<file path="config.mk">
export PLATFORM = sky130hd
export DESIGN_NAME = reset_and_stop_recovery
export DESIGN_NICKNAME = d
export VERILOG_FILES = /design/src/rst_pkg.sv /design/src/recov_if.sv /design/src/reset_and_stop_recovery.sv /design/src/hold_timer.sv
export SDC_FILE = /design/constraint.sdc
export NUM_CORES = 1
export LEC_CHECK = 0
export BUFFER_PORTS_ARGS = -buffer_cell sky130_fd_sc_hd__buf_2
export CORE_AREA = 2 2 100 102
export DETAILED_ROUTE_END_ITERATION = 6
export DIE_AREA = 0 0 102 104
export PLACE_DENSITY_LB_ADDON = 0.15
export SYNTH_ARGS = -nofsm -noshare
export SYNTH_HDL_FRONTEND = slang
export SYNTH_SLANG_ARGS = --single-unit
</file>
<file path="constraint.sdc">
create_clock -name sys_clk -period 2.3 [get_ports sys_clk]
set_input_delay 0.46 -clock sys_clk [delete_from_list [all_inputs] [get_ports sys_clk]]
set_output_delay 0.46 -clock sys_clk [all_outputs]
set_load 0.01 [all_outputs]
</file>
<file path="src/rst_pkg.sv">
package rst_pkg;
    // System reset timing, in sys_clk cycles
    localparam int unsigned RESET_DELAY_CYC = 16;
    localparam int unsigned DELAY_W = 16;
    // Stop recovery hold in internal oscillator cycles
    localparam int unsigned HOLD_XTAL_OFF = 66;
    localparam int unsigned HOLD_XTAL_ON = 5000;
    localparam int unsigned HOLD_W = 13;
    // Reset cause register bit positions
    localparam int unsigned CAUSE_POR = 7;
    localparam int unsigned CAUSE_STOP = 6;
    localparam int unsigned CAUSE_WDT = 5;
    localparam int unsigned CAUSE_EXT = 4;
    localparam int unsigned CAUSE_VBO = 3;
    localparam logic [7:0] CAUSE_RESET = 8'h80;
    // Oscillator control register layout
    localparam int unsigned OSC_IPO_EN = 7;
    localparam int unsigned OSC_XTAL_EN = 6;
    localparam int unsigned OSC_SEL_LSB = 0;
    localparam logic [1:0] OSC_SEL_IPO = 2'h0;
    localparam logic [7:0] OSC_RESET = 8'h80;
    // Ports A, B and C, eight pins each
    localparam int unsigned PORT_BITS = 24;

    typedef enum logic [2:0] {
        ST_RUN = 3'b000,
        ST_HOLD = 3'b001,
        ST_WAIT_PIN = 3'b010,
        ST_STOPPED = 3'b011,
        ST_RECOVER = 3'b100
    } rst_state_t;

    function automatic logic [7:0] cause_of(input int unsigned pos);
        cause_of = 8'h00;
        cause_of[pos[2:0]] = 1'b1;
    endfunction
endpackage

</file>
<file path="src/recov_if.sv">
`timescale 1ns/1ps
`default_nettype none
interface recov_if;
    logic start;
    logic long_hold;
    logic ipo_tick;
    logic busy;
    modport timer (input start, input long_hold, input ipo_tick,
        output busy);
    modport ctrl (output start, output long_hold, output ipo_tick,
        input busy);
endinterface
`default_nettype wire

</file>
<file path="src/reset_and_stop_recovery.sv">
// Notes on behaviour
// - A low of three cycles on the reset pin may start a reset, four always do.
// - The device stays in reset while the reset pin is held low.
// - A long external reset ends on the third clock edge after the pin rises.
// - After a pin-caused reset the external flag of the cause register is 1.
// - During the reset delay of every reset, or when port logic asks while running, the pin drives low.
// - Internal resets drive the pin low until the reset delay has run out.
// - The debugger request bit starts a power-on type reset, debugger kept.
// - The request bit clears during that reset; power-on flag set after it.
// - Stop mode is entered when the processor executes the stop instruction.
// - Stop recovery holds the processor 66 or 5000 oscillator cycles.
// - Stop recovery changes only the cause and oscillator control registers.
// - After stop recovery the internal oscillator is enabled and selected.
// - On reset ports A, B and C become inputs with alternate functions off.
// - At power-up port D bit 0 takes its reset pin alternate function.
`timescale 1ns/1ps
`default_nettype none
module reset_and_stop_recovery #(
    parameter int unsigned STOP_HOLD_LONG = rst_pkg::HOLD_XTAL_ON
) (
    // Clock and power-on reset
    input wire logic sys_clk,
    input wire logic rstn,
    // Open-drain reset pin
    input wire logic reset_pin_in,
    output logic reset_pin_out,
    output logic reset_pin_oe,
    input wire logic gpio_drive_low,
    // Internal reset sources
    input wire logic voltage_brownout_event,
    input wire logic watchdog_timer_event,
    input wire logic dbg_reset_set,
    output logic dbg_reset_request,
    // Stop mode
    input wire logic stop_instr,
    input wire logic stop_wake,
    input wire logic ipo_tick,
    output logic stop_mode,
    // Reset outputs
    output logic system_reset,
    output logic cpu_reset,
    // Cause and oscillator control registers
    output logic [7:0] reset_cause_register,
    input wire logic osc_we,
    input wire logic [7:0] osc_wdata,
    output logic [7:0] oscillator_control_register,
    // Port configuration
    input wire logic port_cfg_we,
    input wire logic [rst_pkg::PORT_BITS-1:0] port_input_wdata,
    input wire logic [rst_pkg::PORT_BITS-1:0] port_altfn_wdata,
    input wire logic port_d0_alt_wdata,
    output logic [rst_pkg::PORT_BITS-1:0] port_input,
    output logic [rst_pkg::PORT_BITS-1:0] port_altfn,
    output logic port_d0_reset_alt
);
    import rst_pkg::*;
    recov_if rif();
    hold_timer #(
        .SHORT_CNT(HOLD_XTAL_OFF),
        .LONG_CNT(STOP_HOLD_LONG)
    ) u_hold (
        .sys_clk(sys_clk),
        .rstn(rstn),
        .rif(rif)
    );

    // Pin synchroniser and three-sample qualifier
    logic pin_s1;
    logic pin_s2;
    logic [1:0] pin_prev;
    logic [1:0] own_drive;
    logic pin_low;

    always_ff @(posedge sys_clk or negedge rstn) begin
        if (!rstn) begin
            pin_s1 <= 1'b1;
            pin_s2 <= 1'b1;
            pin_prev <= 2'h3;
            own_drive <= 2'h3;
        end else begin
            pin_s1 <= reset_pin_in;
            pin_s2 <= pin_s1;
            pin_prev <= {pin_prev[0], pin_s2};
            own_drive <= {own_drive[0], reset_pin_oe};
        end
    end
    // Own drive still in the chain is not an external reset
    assign pin_low = !pin_s2 && (pin_prev == 2'h0)
        && !reset_pin_oe && (own_drive == 2'h0);
    rst_state_t state;
    rst_state_t next_state;
    logic [DELAY_W-1:0] dly;
    logic [DELAY_W-1:0] next_dly;
    logic [7:0] pend_cause;
    logic [7:0] next_pend_cause;
    logic [7:0] next_cause;
    logic [7:0] next_osc;
    logic next_dbg;
    logic next_start;
    logic start;
    logic next_oe;
    logic [PORT_BITS-1:0] next_pin;
    logic [PORT_BITS-1:0] next_alt;
    logic next_d0;
    logic reset_req;
    logic [7:0] req_cause;
    logic in_reset;
    assign in_reset = (state == ST_HOLD) || (state == ST_WAIT_PIN);
    assign rif.start = start;
    assign rif.long_hold = oscillator_control_register[OSC_XTAL_EN];
    assign rif.ipo_tick = ipo_tick;
    always_comb begin
        reset_req = 1'b1;
        req_cause = 8'h00;
        if (voltage_brownout_event) begin
            req_cause = cause_of(CAUSE_VBO);
        end else if (watchdog_timer_event) begin
            req_cause = cause_of(CAUSE_WDT);
        end else if (dbg_reset_request) begin
            req_cause = cause_of(CAUSE_POR);
        end else if (pin_low && !gpio_drive_low) begin
            req_cause = cause_of(CAUSE_EXT);
        end else begin
            reset_req = 1'b0;
        end
    end

    always_comb begin
        next_state = state;
        next_dly = dly;
        next_pend_cause = pend_cause;
        next_cause = reset_cause_register;
        next_osc = oscillator_control_register;
        next_dbg = dbg_reset_request || dbg_reset_set;
        next_start = 1'b0;
        next_pin = port_input;
        next_alt = port_altfn;
        next_d0 = port_d0_reset_alt;
        if (!in_reset && reset_req) begin
            next_state = ST_HOLD;
            next_dly = DELAY_W'(RESET_DELAY_CYC);
            next_pend_cause = req_cause;
        end else begin
            case (state)
                ST_RUN: begin
                    if (stop_instr) begin
                        next_state = ST_STOPPED;
                    end
                    if (osc_we) begin
                        next_osc = osc_wdata;
                    end
                    if (port_cfg_we) begin
                        next_pin = port_input_wdata;
                        next_alt = port_altfn_wdata;
                        next_d0 = port_d0_alt_wdata;
                    end
                end
                ST_HOLD: begin
                    next_dbg = dbg_reset_set;
                    next_pin = '1;
                    next_alt = '0;
                    if (dly == '0) begin
                        next_state = ST_WAIT_PIN;
                    end else begin
                        next_dly = dly - DELAY_W'(1);
                    end
                end
                ST_WAIT_PIN: begin
                    if (pin_s2) begin
                        next_state = ST_RUN;
                        next_cause = pend_cause;
                    end
                end
                ST_STOPPED: begin
                    if (stop_wake) begin
                        next_state = ST_RECOVER;
                        next_start = 1'b1;
                    end
                end
                ST_RECOVER: begin
                    if (!start && !rif.busy) begin
                        next_state = ST_RUN;
                        next_cause = cause_of(CAUSE_STOP);
                        next_osc[OSC_IPO_EN] = 1'b1;
                        next_osc[OSC_SEL_LSB +: 2] = OSC_SEL_IPO;
                    end
                end
                default: begin
                    next_state = ST_HOLD;
                end
            endcase
        end
        next_oe = (next_state == ST_HOLD)
            || (next_state == ST_RUN && gpio_drive_low);
    end

    always_ff @(posedge sys_clk or negedge rstn) begin
        if (!rstn) begin
            state <= ST_HOLD;
            dly <= DELAY_W'(RESET_DELAY_CYC);
            pend_cause <= CAUSE_RESET;
            reset_cause_register <= CAUSE_RESET;
            oscillator_control_register <= OSC_RESET;
            dbg_reset_request <= 1'b0;
            start <= 1'b0;
            reset_pin_oe <= 1'b1;
            reset_pin_out <= 1'b0;
            system_reset <= 1'b1;
            cpu_reset <= 1'b1;
            stop_mode <= 1'b0;
            port_input <= '1;
            port_altfn <= '0;
            port_d0_reset_alt <= 1'b1;
        end else begin
            state <= next_state;
            dly <= next_dly;
            pend_cause <= next_pend_cause;
            reset_cause_register <= next_cause;
            oscillator_control_register <= next_osc;
            dbg_reset_request <= next_dbg;
            start <= next_start;
            reset_pin_oe <= next_oe;
            reset_pin_out <= 1'b0;
            system_reset <= (next_state == ST_HOLD)
                || (next_state == ST_WAIT_PIN);
            cpu_reset <= (next_state == ST_HOLD)
                || (next_state == ST_WAIT_PIN)
                || (next_state == ST_RECOVER);
            stop_mode <= (next_state == ST_STOPPED);
            port_input <= next_pin;
            port_altfn <= next_alt;
            port_d0_reset_alt <= next_d0;
        end
    end

    // Oscillator ticks seen while the recovery hold runs
    logic [HOLD_W-1:0] tick_seen;
    always_ff @(posedge sys_clk or negedge rstn) begin
        if (!rstn) begin
            tick_seen <= '0;
        end else if (start) begin
            tick_seen <= '0;
        end else if (rif.busy && ipo_tick) begin
            tick_seen <= tick_seen + HOLD_W'(1);
        end
    end
endmodule
`default_nettype wire

</file>
<file path="src/hold_timer.sv">
`timescale 1ns/1ps
`default_nettype none
module hold_timer #(
    parameter int unsigned SHORT_CNT = rst_pkg::HOLD_XTAL_OFF,
    parameter int unsigned LONG_CNT = rst_pkg::HOLD_XTAL_ON
) (
    // Clock and reset
    input wire logic sys_clk,
    input wire logic rstn,
    // Control side
    recov_if.timer rif
);
    import rst_pkg::*;

    logic [HOLD_W-1:0] cnt;
    logic [HOLD_W-1:0] next_cnt;
    logic busy;
    logic next_busy;

    always_comb begin
        next_cnt = cnt;
        next_busy = busy;
        if (rif.start) begin
            next_cnt = rif.long_hold ? HOLD_W'(LONG_CNT) : HOLD_W'(SHORT_CNT);
            next_busy = 1'b1;
        end else if (busy && rif.ipo_tick) begin
            next_cnt = cnt - HOLD_W'(1);
            if (cnt == HOLD_W'(1)) begin
                next_busy = 1'b0;
            end
        end
    end

    always_ff @(posedge sys_clk or negedge rstn) begin
        if (!rstn) begin
            cnt <= '0;
            busy <= 1'b0;
        end else begin
            cnt <= next_cnt;
            busy <= next_busy;
        end
    end

    assign rif.busy = busy;
endmodule
`default_nettype wire

</file>
* Word-level counts from Yosys, hierarchy flattened
Cells that the tools add are included.
Storage, ports and cells: register bits after elaboration 118, logic and storage cells 116, output and inout bits 71, input bits 69
Cells by class: multiplexer cells 41, reduce and logical (&&, ||, !) cells 37, equality and inequality tests 14, add/sub/neg operators 2, bitwise operators 1
Operators with widths (count):
- 24-bit case mux with 2 select lines | 2
- 16-bit 2-to-1 mux | 3
- 24-bit 2-to-1 mux | 2
- 8-bit 2-to-1 mux | 6
- 13-bit 2-to-1 mux | 3
- 3-bit 2-to-1 mux | 6
- 16-bit zero test | 1
- 8-bit case mux with 2 select lines | 1
- 16-bit by 1-bit subtractor with 16-bit output, second input constant | 1
- 3-bit case mux with 5 select lines | 1
- 13-bit by 1-bit equality test with 1-bit output, second input constant | 1
- 1-bit 2-to-1 mux | 13
- 13-bit by 1-bit subtractor with 13-bit output, second input constant | 1
- 3-bit by 2-bit equality test with 1-bit output, second input constant | 4
- 2-bit nonzero test | 6
- 2-bit != test, second input constant | 5
- 3-bit AND reduction | 3
- 1-bit logical AND | 8
- 4-bit AND reduction | 2
- 3-bit by 1-bit equality test with 1-bit output, second input constant | 2
- 3-bit equality test, second input constant | 2
- 1-bit zero test | 6
- 3-bit zero test | 2
- 1-bit logical OR | 5
- 7 further kinds | 9

* Depth between registers and ports, before layout
Gate-level depths: netlist (run 1).
depth after elaboration 14, depth in mapped cells 8, depth with buffers taken out 7

* Modules after synthesis
From an unflattened synthesis (run 1), not the netlist that was laid out.
Second synthesis, totals: cells, all modules 495, area, all modules 5225.0 um^2
Modules (own cells, without submodules):
- reset_and_stop_recovery | area each 4506.8 um^2, instances 1, cells each 423
- hold_timer | area each 718.2 um^2, instances 1, cells each 72

* Worst setup path before layout (run 1)
OpenSTA, ideal clock, no wires.
kind reg-to-reg, from register u_hold.cnt[2], to register u_hold.cnt[12], cell stages (with the launch flop) 6, library setup time 0.119 ns, arrival 1.917 ns, clock period less this slack 2.035 ns, setup slack 0.265 ns, path buffers 0, path through dfrtp_1 > or4_4 > or4_4 > nor3_1 > xor2_1 > o21a_1
On the way: longest elaborated chain between the ends 3
Ends and longest elaborated chain:
- start: declaration | line hold_timer.sv:15 | logic [HOLD_W-1:0] cnt;
- start signal: assignment | line hold_timer.sv:39 | cnt <= next_cnt;
- 13-bit by 1-bit subtractor with 13-bit output | line hold_timer.sv:27 | next_cnt = cnt - HOLD_W'(1);
- 13-bit 2-to-1 mux | line hold_timer.sv:26 | end else if (busy && rif.ipo_tick) begin
- 13-bit 2-to-1 mux | line hold_timer.sv:23 | if (rif.start) begin
No other way between the ends. The select of a mux whose other input is x is not followed. A chain may end at the register's enable or synchronous reset.

* Final worst setup path (run 1)
Same ends and word-level chain as after synthesis.

==> impl_summary.txt, run 1 <==
----------------------------------------------------
[Timing]
  Final-report setup violation count ... 0
  Tcrit/Tclk final ... 0.929
  Final clock skew ... ~0.021 ns
  Slew at the pin with the worst max-slew slack ... between 0.5 and 0.6 ns
  Peak clock frequency supported by timing ... about 0.47 GHz
  Final Hold Fails ... 0
  Unrepaired setup endpoints after global routing ... false
  Final total negative setup slack ... 0 ns
  Final min period ... 2.14 ns
  Max_slew headroom ... 0.625
  Number of slew-limit violations in the final report ... 0

[Clock tree]
  Post-CTS setup buffer count ... 0
  Clock Tree Root ... sky130_fd_sc_hd__clkbuf_8
  Clock tree from TritonCTS ... yes
  TritonCTS buffer count ... 9
  Clk_lat worst skew ... 0.38 ns
  Number of hold buffers added after CTS ... 0
  Resized cells post-CTS ... 0
  Max Root-Sink Buffers ... 2
  Number of clock sinks ... 111
  Deepest level of the CTS H-tree ... 3
  Clock slew at reported path FFs ... approximately 0.1 ns

[Synth]
  Number of flops mapped to enable cells by yosys ... 0
  Yosys warns ... 0
  Synth async-reset ratio ... 1.00
  Sequential-to-total area share from yosys stat ... 0.582
  Number of unique standard cell types used by synthesis ... 47
  Cell taking the most area after synthesis ... sky130_fd_sc_hd__dfrtp_1
  Cells after Synth ... 496
  Ranking of synthesized cells by instance count ... sky130_fd_sc_hd__nand2_1 (99), sky130_fd_sc_hd__dfrtp_1 (72), sky130_fd_sc_hd__o21ai_0 (63)
  Leading register cell type out of synthesis ... sky130_fd_sc_hd__dfrtp_1
  Synthesized cell area ... between 4000 and 5000 sq um
  Leading cell types by total area after synthesis ... sky130_fd_sc_hd__dfrtp_1 (37%), sky130_fd_sc_hd__dfstp_2 (21%), sky130_fd_sc_hd__nand2_1 (7.6%), sky130_fd_sc_hd__o21ai_0 (6.5%), sky130_fd_sc_hd__nor2_1 (4.2%)
  Area share of the leading cell type in the synthesized netlist ... 0.371
  Register bit total from synthesis ... 111
  Most common cell in the synthesized netlist ... sky130_fd_sc_hd__nand2_1
  Avg Synthesized Cell Area ... 9.80 sq um

[Drt]
  Routed Antenna Nets ... 0
  Post-detailed-route DRC marker count ... 0
  Via density per instance ... a little over 5
  Number of vias in the routed layout ... roughly 4000
  Violation count after the first detailed-routing iteration ... 156
  Pre-Repair DR Iteration Count ... 4
  Final WL ... about 11 mm
  Avg WL per Cell ... ~14 microns

[Die]
  Starting density of the core ... 0.509
  Overall die area ... 10600 sq um
  Std-Cell Core Area ... roughly 9500 sq um
  Count of standard-cell rows ... 36
  Number of ports placed on the die boundary ... between 100 and 150
  Die width ... about 100 microns
  Vertical extent of the die ... between 100 and 150 microns

[Final layout]
  Fill cell instance count of the final layout ... approximately 800
  Util after Layout ... 0.627
  Growth of design area from synthesis to finish ... 23.3%
  Multi-input logic area ... between 1500 and 2000 sq um
  Ratio of cells with drive above 1 in the final layout ... 0.355
  Antenna diodes ... 0
  Footprint of the flip-flops and latches ... roughly 2800 sq um
  Total Nets Final ... about 700

[Placed design]
  Placed wire-length estimate ... 7.88 mm
  Placer's final routability congestion estimate ... 0.809
  PortBufs ... ~140

[Critical path]
  Setup crit start ... u_hold.cnt[2]$_DFFE_PN0P_
  R2R depth ... 5
  Startpoint kind of the worst setup timing path ... flip-flop
  Worst EP arrival ... between 2 and 2.5 ns
  Worst flop-to-flop path endpoint ... u_hold.cnt[12]$_DFFE_PN0P_
  Worst Path Class, Setup ... reg2reg
  Worst R2R Start ... u_hold.cnt[2]$_DFFE_PN0P_
  R2R Setup Slk ... 0.16 ns
  Capture point of the worst path ... u_hold.cnt[12]$_DFFE_PN0P_
  Required time of the critical path ... 2.57 ns
  Element type at the critical path end ... flip-flop
  Critical path fanouts, max ... 5

[GRT]
  Pin count of the biggest net entering global routing ... between 50 and 60
  Overall global routing resource usage ... 0.216
  Total grt overflow ... 0
  Number of antenna violations at the first check in global routing ... 1
  Wire length of the first global-routing pass ... ~19 mm
  Vias in the first global route ... 4011

[Power and ir drop]
  Peak supply drop ... about 0.3 mV
  Power density over the cells ... 544 nW/um^2
  Cell leakage power ... between 2 and 3 nW
  Power Total ... between 3 and 4 mW

[Hold path]
  Type of the most critical hold path ... in2async

[Outcome]
  Status ... finished, final reports clean

[Run]
  Reported max-cap violation count ... 0

----------------------------------------------------
[sequential cells by signal, summed over array words and instances (netlist names)]
| name | count |
|---|---|
| port_d0_reset_alt | 1 |
| oscillator_control_register | 8 |
| pin_prev | 2 |
| u_hold.cnt | 13 |
| system_reset | 1 |
| u_hold.rif.busy | 1 |
| state | 3 |
| reset_pin_oe | 1 |
| dly | 16 |
| reset_cause_register | 5 |
| pin_s1 | 1 |
| own_drive | 2 |
| rif.start | 1 |
| pin_s2 | 1 |
| port_input | 24 |
| port_altfn | 24 |
| dbg_reset_request | 1 |
| cpu_reset | 1 |
| stop_mode | 1 |
| pend_cause | 4 |
[cell usage in the layout, fill, tap and decap left out, types with 4 or more instances in the layout]
cell	instances
sky130_fd_sc_hd__buf_2	134
sky130_fd_sc_hd__nand2_1	99
sky130_fd_sc_hd__dfrtp_1	72
sky130_fd_sc_hd__o21ai_0	63
sky130_fd_sc_hd__nor2_1	55
sky130_fd_sc_hd__dfstp_2	39
sky130_fd_sc_hd__buf_4	18
sky130_fd_sc_hd__inv_1	12
sky130_fd_sc_hd__xor2_1	12
sky130_fd_sc_hd__nor3_1	11
sky130_fd_sc_hd__a21oi_1	11
sky130_fd_sc_hd__clkbuf_8	10
sky130_fd_sc_hd__nand3_1	9
sky130_fd_sc_hd__mux2i_1	6
sky130_fd_sc_hd__nor4_1	6
sky130_fd_sc_hd__o21a_1	6
sky130_fd_sc_hd__mux2_2	6
sky130_fd_sc_hd__xnor2_1	6
sky130_fd_sc_hd__nand4_1	6
sky130_fd_sc_hd__or3_1	5
sky130_fd_sc_hd__o211ai_1	4
sky130_fd_sc_hd__conb_1	4
sky130_fd_sc_hd__buf_12	4
[cell families (layout without fill, tap and decap cells)]
| group | after synthesis | in the layout | synth area share |
|---|---|---|---|
| multiplexers | 12 | 12 | 0.0263 |
| buffers and inverters | 41 | 184 | 0.0389 |
| AND/OR/NAND/NOR | 216 | 216 | 0.203 |
| other | 1 | 4 | 0.000772 |
| XOR/XNOR | 18 | 18 | 0.0324 |
| AO/OA/AOI/OAI | 94 | 94 | 0.109 |
| flip-flops | 111 | 111 | 0.582 |
| adder cells (fa/ha/maj) | 3 | 3 | 0.00773 |
[critical path, stage by stage (launching register included)]
cell and delay (ns):
sky130_fd_sc_hd__dfrtp_1 0.44, sky130_fd_sc_hd__or4_4 0.59, sky130_fd_sc_hd__or4_4 0.52, sky130_fd_sc_hd__nor3_1 0.22
sky130_fd_sc_hd__xor2_1 0.10, sky130_fd_sc_hd__o21a_1 0.17
[routing by layer]
layer  track usage  part of all wire
met3        0.0753             0.078
met2         0.333              0.46
met1         0.296              0.45
met5             0            0.0010
met4        0.0495             0.011
[through the flow]
stage / std cells / hold slack [ns] / instance area, sq um / setup slack (ns)
final: 775 / 0.0704 / 5990 / 0.163
after global placement: 758 / 0.346 / 5780 / 0.0485
after CTS: 774 / 0.0831 / 5980 / 0.116
after detailed placement: 758 / 0.349 / 5780 / 0.0215
after global routing: 775 / 0.105 / 5990 / 0.0132
after floorplan: 499 / 0.164 / 4870 / 0.265
[area by class of cell]
cell class / instances / area share
tap: 133 / 0.0278
clock buffer: 10 / 0.0230
sequential: 111 / 0.472
clock inverter: 6 / 0.0109
timing repair buffer: 156 / 0.148
multi-input combinational: 347 / 0.311
inverter: 12 / 0.00752
[worst min path at each step]
stage | from | end | cells after the start
floorplan | rstn | dbg_reset_request$_DFF_PN0_ | 0
global placement | pin_s1$_DFF_PN1_ | pin_s2$_DFF_PN1_ | 0
detailed placement | pin_s1$_DFF_PN1_ | pin_s2$_DFF_PN1_ | 0
CTS | rstn | port_altfn[4]$_DFFE_PN0P_ | 1
global route | rstn | port_altfn[6]$_DFFE_PN0P_ | 1
finish | rstn | pend_cause[5]$_DFFE_PN0N_ | 1
[where the power goes]
part | total, mW | switching (mW) | internal, mW
registers | 1.96 | 0.00249 | 1.96
logic | 0.124 | 0.0672 | 0.0572
clock network | 1.17 | 0.711 | 0.461
No activity file was read; power rests on OpenSTA's default activity.
==> inputs of run 2 (changes only) <==
Settings changed: CORE_AREA 2 2 100 102 to 2 2 98 100, CTS_BUF_LIST from default to sky130_fd_sc_hd__clkbuf_4 sky130_fd_sc_hd__clkbuf_8, DIE_AREA 0 0 102 104 to 0 0 100 102.
==> run 2 against run 1 <==
  * Register-to-register slack about the same
  * Fmax increased by 0.24%
  * Sequential power about the same
  * First-iteration DRC count decreased by 7.1%
  * Power increased by 3.7%
  * Utilization increased by 2.8 points
  * Hold slack got worse by 0.049 ns
  * Global-route usage decreased by 0.31 points
  * Final cell count decreased by 3.4%
  * Final area decreased by 0.31%
  * Clock power increased by 11%
==> impl_summary.txt, run 2 (same netlist as run 1, synthesis figures left out) <==
----------------------------------------------------
[Clock tree]
  Clock tree from TritonCTS ... yes
  Number of hold buffers added after CTS ... 0 (unchanged)
  TritonCTS buffer count ... 9 (unchanged)
  Post-CTS setup buffer count ... 0 (unchanged)
  Max Root-Sink Buffers ... 2 (unchanged)
  Resized cells post-CTS ... 0 (unchanged)
  Clock slew at reported path FFs ... 0.11 ns (about the same)
  Clk_lat worst skew ... 0.38 ns (about the same)
  Clock Tree Root ... sky130_fd_sc_hd__clkbuf_8
  Deepest level of the CTS H-tree ... 3 (unchanged)
  Number of clock sinks ... 111 (unchanged)

[Final layout]
  Antenna diodes ... 0 (unchanged)
  Commonest non-fill, non-tap cells in the layout ... sky130_fd_sc_hd__buf_2 (134), sky130_fd_sc_hd__nand2_1 (99), sky130_fd_sc_hd__dfrtp_1 (72)
  Largest registers in the final layout ... port_altfn (24), port_input (24), dly (16)
  Growth of design area from synthesis to finish ... 22.9%
  Util after Layout ... 0.656 (+0.0283)
  Total Nets Final ... 705 (-0.56%)
  Most common cell after layout, fill and taps aside ... sky130_fd_sc_hd__buf_2
  Ratio of cells with drive above 1 in the final layout ... 0.351 (-0.00404)

[Timing]
  Max_slew headroom ... 0.660 (+0.0356)
  Peak clock frequency supported by timing ... 0.469 GHz (+0.24%)
  Final total negative setup slack ... 0 ns (unchanged)
  Final Hold Fails ... 0 (unchanged)
  Slew at the pin with the worst max-slew slack ... 0.506 ns (-0.0572 ns)
  Final-report setup violation count ... 0 (unchanged)
  Final worst-path setup slack ... 0.168 ns (+0.00503 ns)
  Tcrit/Tclk final ... 0.927 (-0.00219)
  Number of slew-limit violations in the final report ... 0 (unchanged)
  Final clock skew ... 0.0124 ns (-0.00879 ns)
  Unrepaired setup endpoints after global routing ... false
  Final min period ... 2.13 ns (-0.00503 ns)
  Worst hold slack ... 0.0211 ns (-0.0493 ns)

[GRT]
  Wire length of the first global-routing pass ... 17.3 mm (-6.9%)
  Number of antenna violations at the first check in global routing ... 0 (-1)
  Vias in the first global route ... 3790 (-5.5%)
  Pin count of the biggest net entering global routing ... 47 (-9.6%)
  Overall global routing resource usage ... 0.213 (-0.00312)
  Total grt overflow ... 0 (unchanged)

[Die]
  Vertical extent of the die ... 102 microns (-1.9%)
  Overall die area ... 10200 sq um (-3.8%)
  Die width ... 100 microns (-2.0%)
  Count of standard-cell rows ... 35 (-2.8%)
  Number of ports placed on the die boundary ... 140 (unchanged)
  Std-Cell Core Area ... 9110 sq um (-4.6%)
  Starting density of the core ... 0.533 (+0.0246)

[Power and ir drop]
  Peak supply drop ... 0.328 mV (+9.5%)
  Cell leakage power ... 2.73 nW (-0.27%)
  Power density over the cells ... 566 nW/um^2 (+4.0%)

[Critical path]
  List of cells traversed by the critical path ... or4_4 -> or4_4 -> or3_1 -> a21oi_1
  Most prevalent standard cell on the critical path ... sky130_fd_sc_hd__or4_4
  Worst Path Class, Setup ... reg2reg
  Slowest library cell on the worst path ... sky130_fd_sc_hd__or4_4
  Critical path fanouts, max ... 5 (unchanged)
  Stages on worst setup path ... 4 (-1)
  R2R Setup Slk ... 0.17 ns (about the same)
  Setup crit start ... u_hold.cnt[2]$_DFFE_PN0P_
  Maximum cell stage delay along the critical path ... 0.58 ns (about the same)
  Kind of cell adding the most delay to the critical path ... simple AND/OR/NAND/NOR gates
  Worst R2R Start ... u_hold.cnt[2]$_DFFE_PN0P_
  Capture point of the worst path ... u_hold.cnt[11]$_DFFE_PN0P_
  Worst EP arrival ... 2.43 ns (+0.02 ns)
  Worst Path Buf+Inv ... 0 (unchanged)
  Startpoint kind of the worst setup timing path ... flip-flop
  Worst flop-to-flop path endpoint ... u_hold.cnt[11]$_DFFE_PN0P_
  Required time of the critical path ... 2.60 ns (+0.03 ns)
  Element type at the critical path end ... flip-flop
  R2R depth ... 4 (-1)

[Drt]
  Number of vias in the routed layout ... 3909 (+0.18%)
  Violation count after the first detailed-routing iteration ... 145 (-7.1%)
  Routed Antenna Nets ... 0 (unchanged)
  Via density per instance ... 5.22 (+3.7%)
  Final WL ... 10.6 mm (-2.3%)
  Post-detailed-route DRC marker count ... 0 (unchanged)
  Pre-Repair DR Iteration Count ... 4 (unchanged)
  Avg WL per Cell ... 14.1 microns (+1.1%)

[Outcome]
  Status ... finished, final reports clean

[Placed design]
  PortBufs ... 135 (unchanged)
  Placer's final routability congestion estimate ... 0.924 (+14%)
  Dpl ws ... 0.191 ns (+0.169 ns)
  Placed wire-length estimate ... 7.63 mm (-3.3%)

[Hold path]
  Type of the most critical hold path ... in2async

[Run]
  Reported max-cap violation count ... 0 (unchanged)

----------------------------------------------------
==> run 2: cell types whose count changed in the layout (fill, tap and decap cells not counted) <==
cell,delta
sky130_fd_sc_hd__buf_4,-5
sky130_fd_sc_hd__buf_12,+1
sky130_fd_sc_hd__inv_6,-2
sky130_fd_sc_hd__bufinv_16,+1
sky130_fd_sc_hd__clkbuf_8,-1
sky130_fd_sc_hd__inv_12,+1
sky130_fd_sc_hd__inv_8,+1
==> run 2: cell type report <==
cell class	count	area, sq um
clock buffers	9	124
clock inverters	7	105
fillers	751	3140
inverters	12	45.0
multi-input cells	347	1870
flip-flops and latches	111	2830
well taps	111	139
repair buffers	152	868
==> run 2: worst min path at each step <==
stage / slack, ns / start / depth (start not counted) / end
finish: 0.02 / rstn / 1 / reset_cause_register[3]$_DFFE_PN0P_
CTS: 0.02 / rstn / 1 / oscillator_control_register[0]$_DFFE_PN0P_
detailed placement: 0.35 / pin_s1$_DFF_PN1_ / 0 / pin_s2$_DFF_PN1_
global placement: 0.35 / pin_s1$_DFF_PN1_ / 0 / pin_s2$_DFF_PN1_
floorplan: 0.16 / rstn / 0 / dbg_reset_request$_DFF_PN0_
global route: 0.03 / rstn / 1 / u_hold.rif.busy$_DFFE_PN0P_
==> run 2: routing by layer <==
metal,vias to the layer above,share of wire,GRT usage,wire length (microns)
met3,10,0.076,0.0793,803
met4,0,0.010,0.0674,106
met1,1831,0.45,0.269,4760
met5,-,0,0,0
met2,130,0.46,0.345,4900
li1,1938,-,-,-
==> run 2: metrics by stage <==
step                      area, sq um  std cells  power [mW]
after CTS                        5970        749        3.43
after detailed placement         5740        733        2.12
after global placement           5740        733        2.12
final                            5970        749        3.38
after floorplan                  4870        499        2.01
after global routing             5970        749        3.52
==> run 2: where the power goes <==
part	internal [mW]	leakage, nW	switching [mW]
Combinational	0.0539	1.30	0.0640
Sequential	1.96	1.31	0.00299
Clock	0.554	0.116	0.744
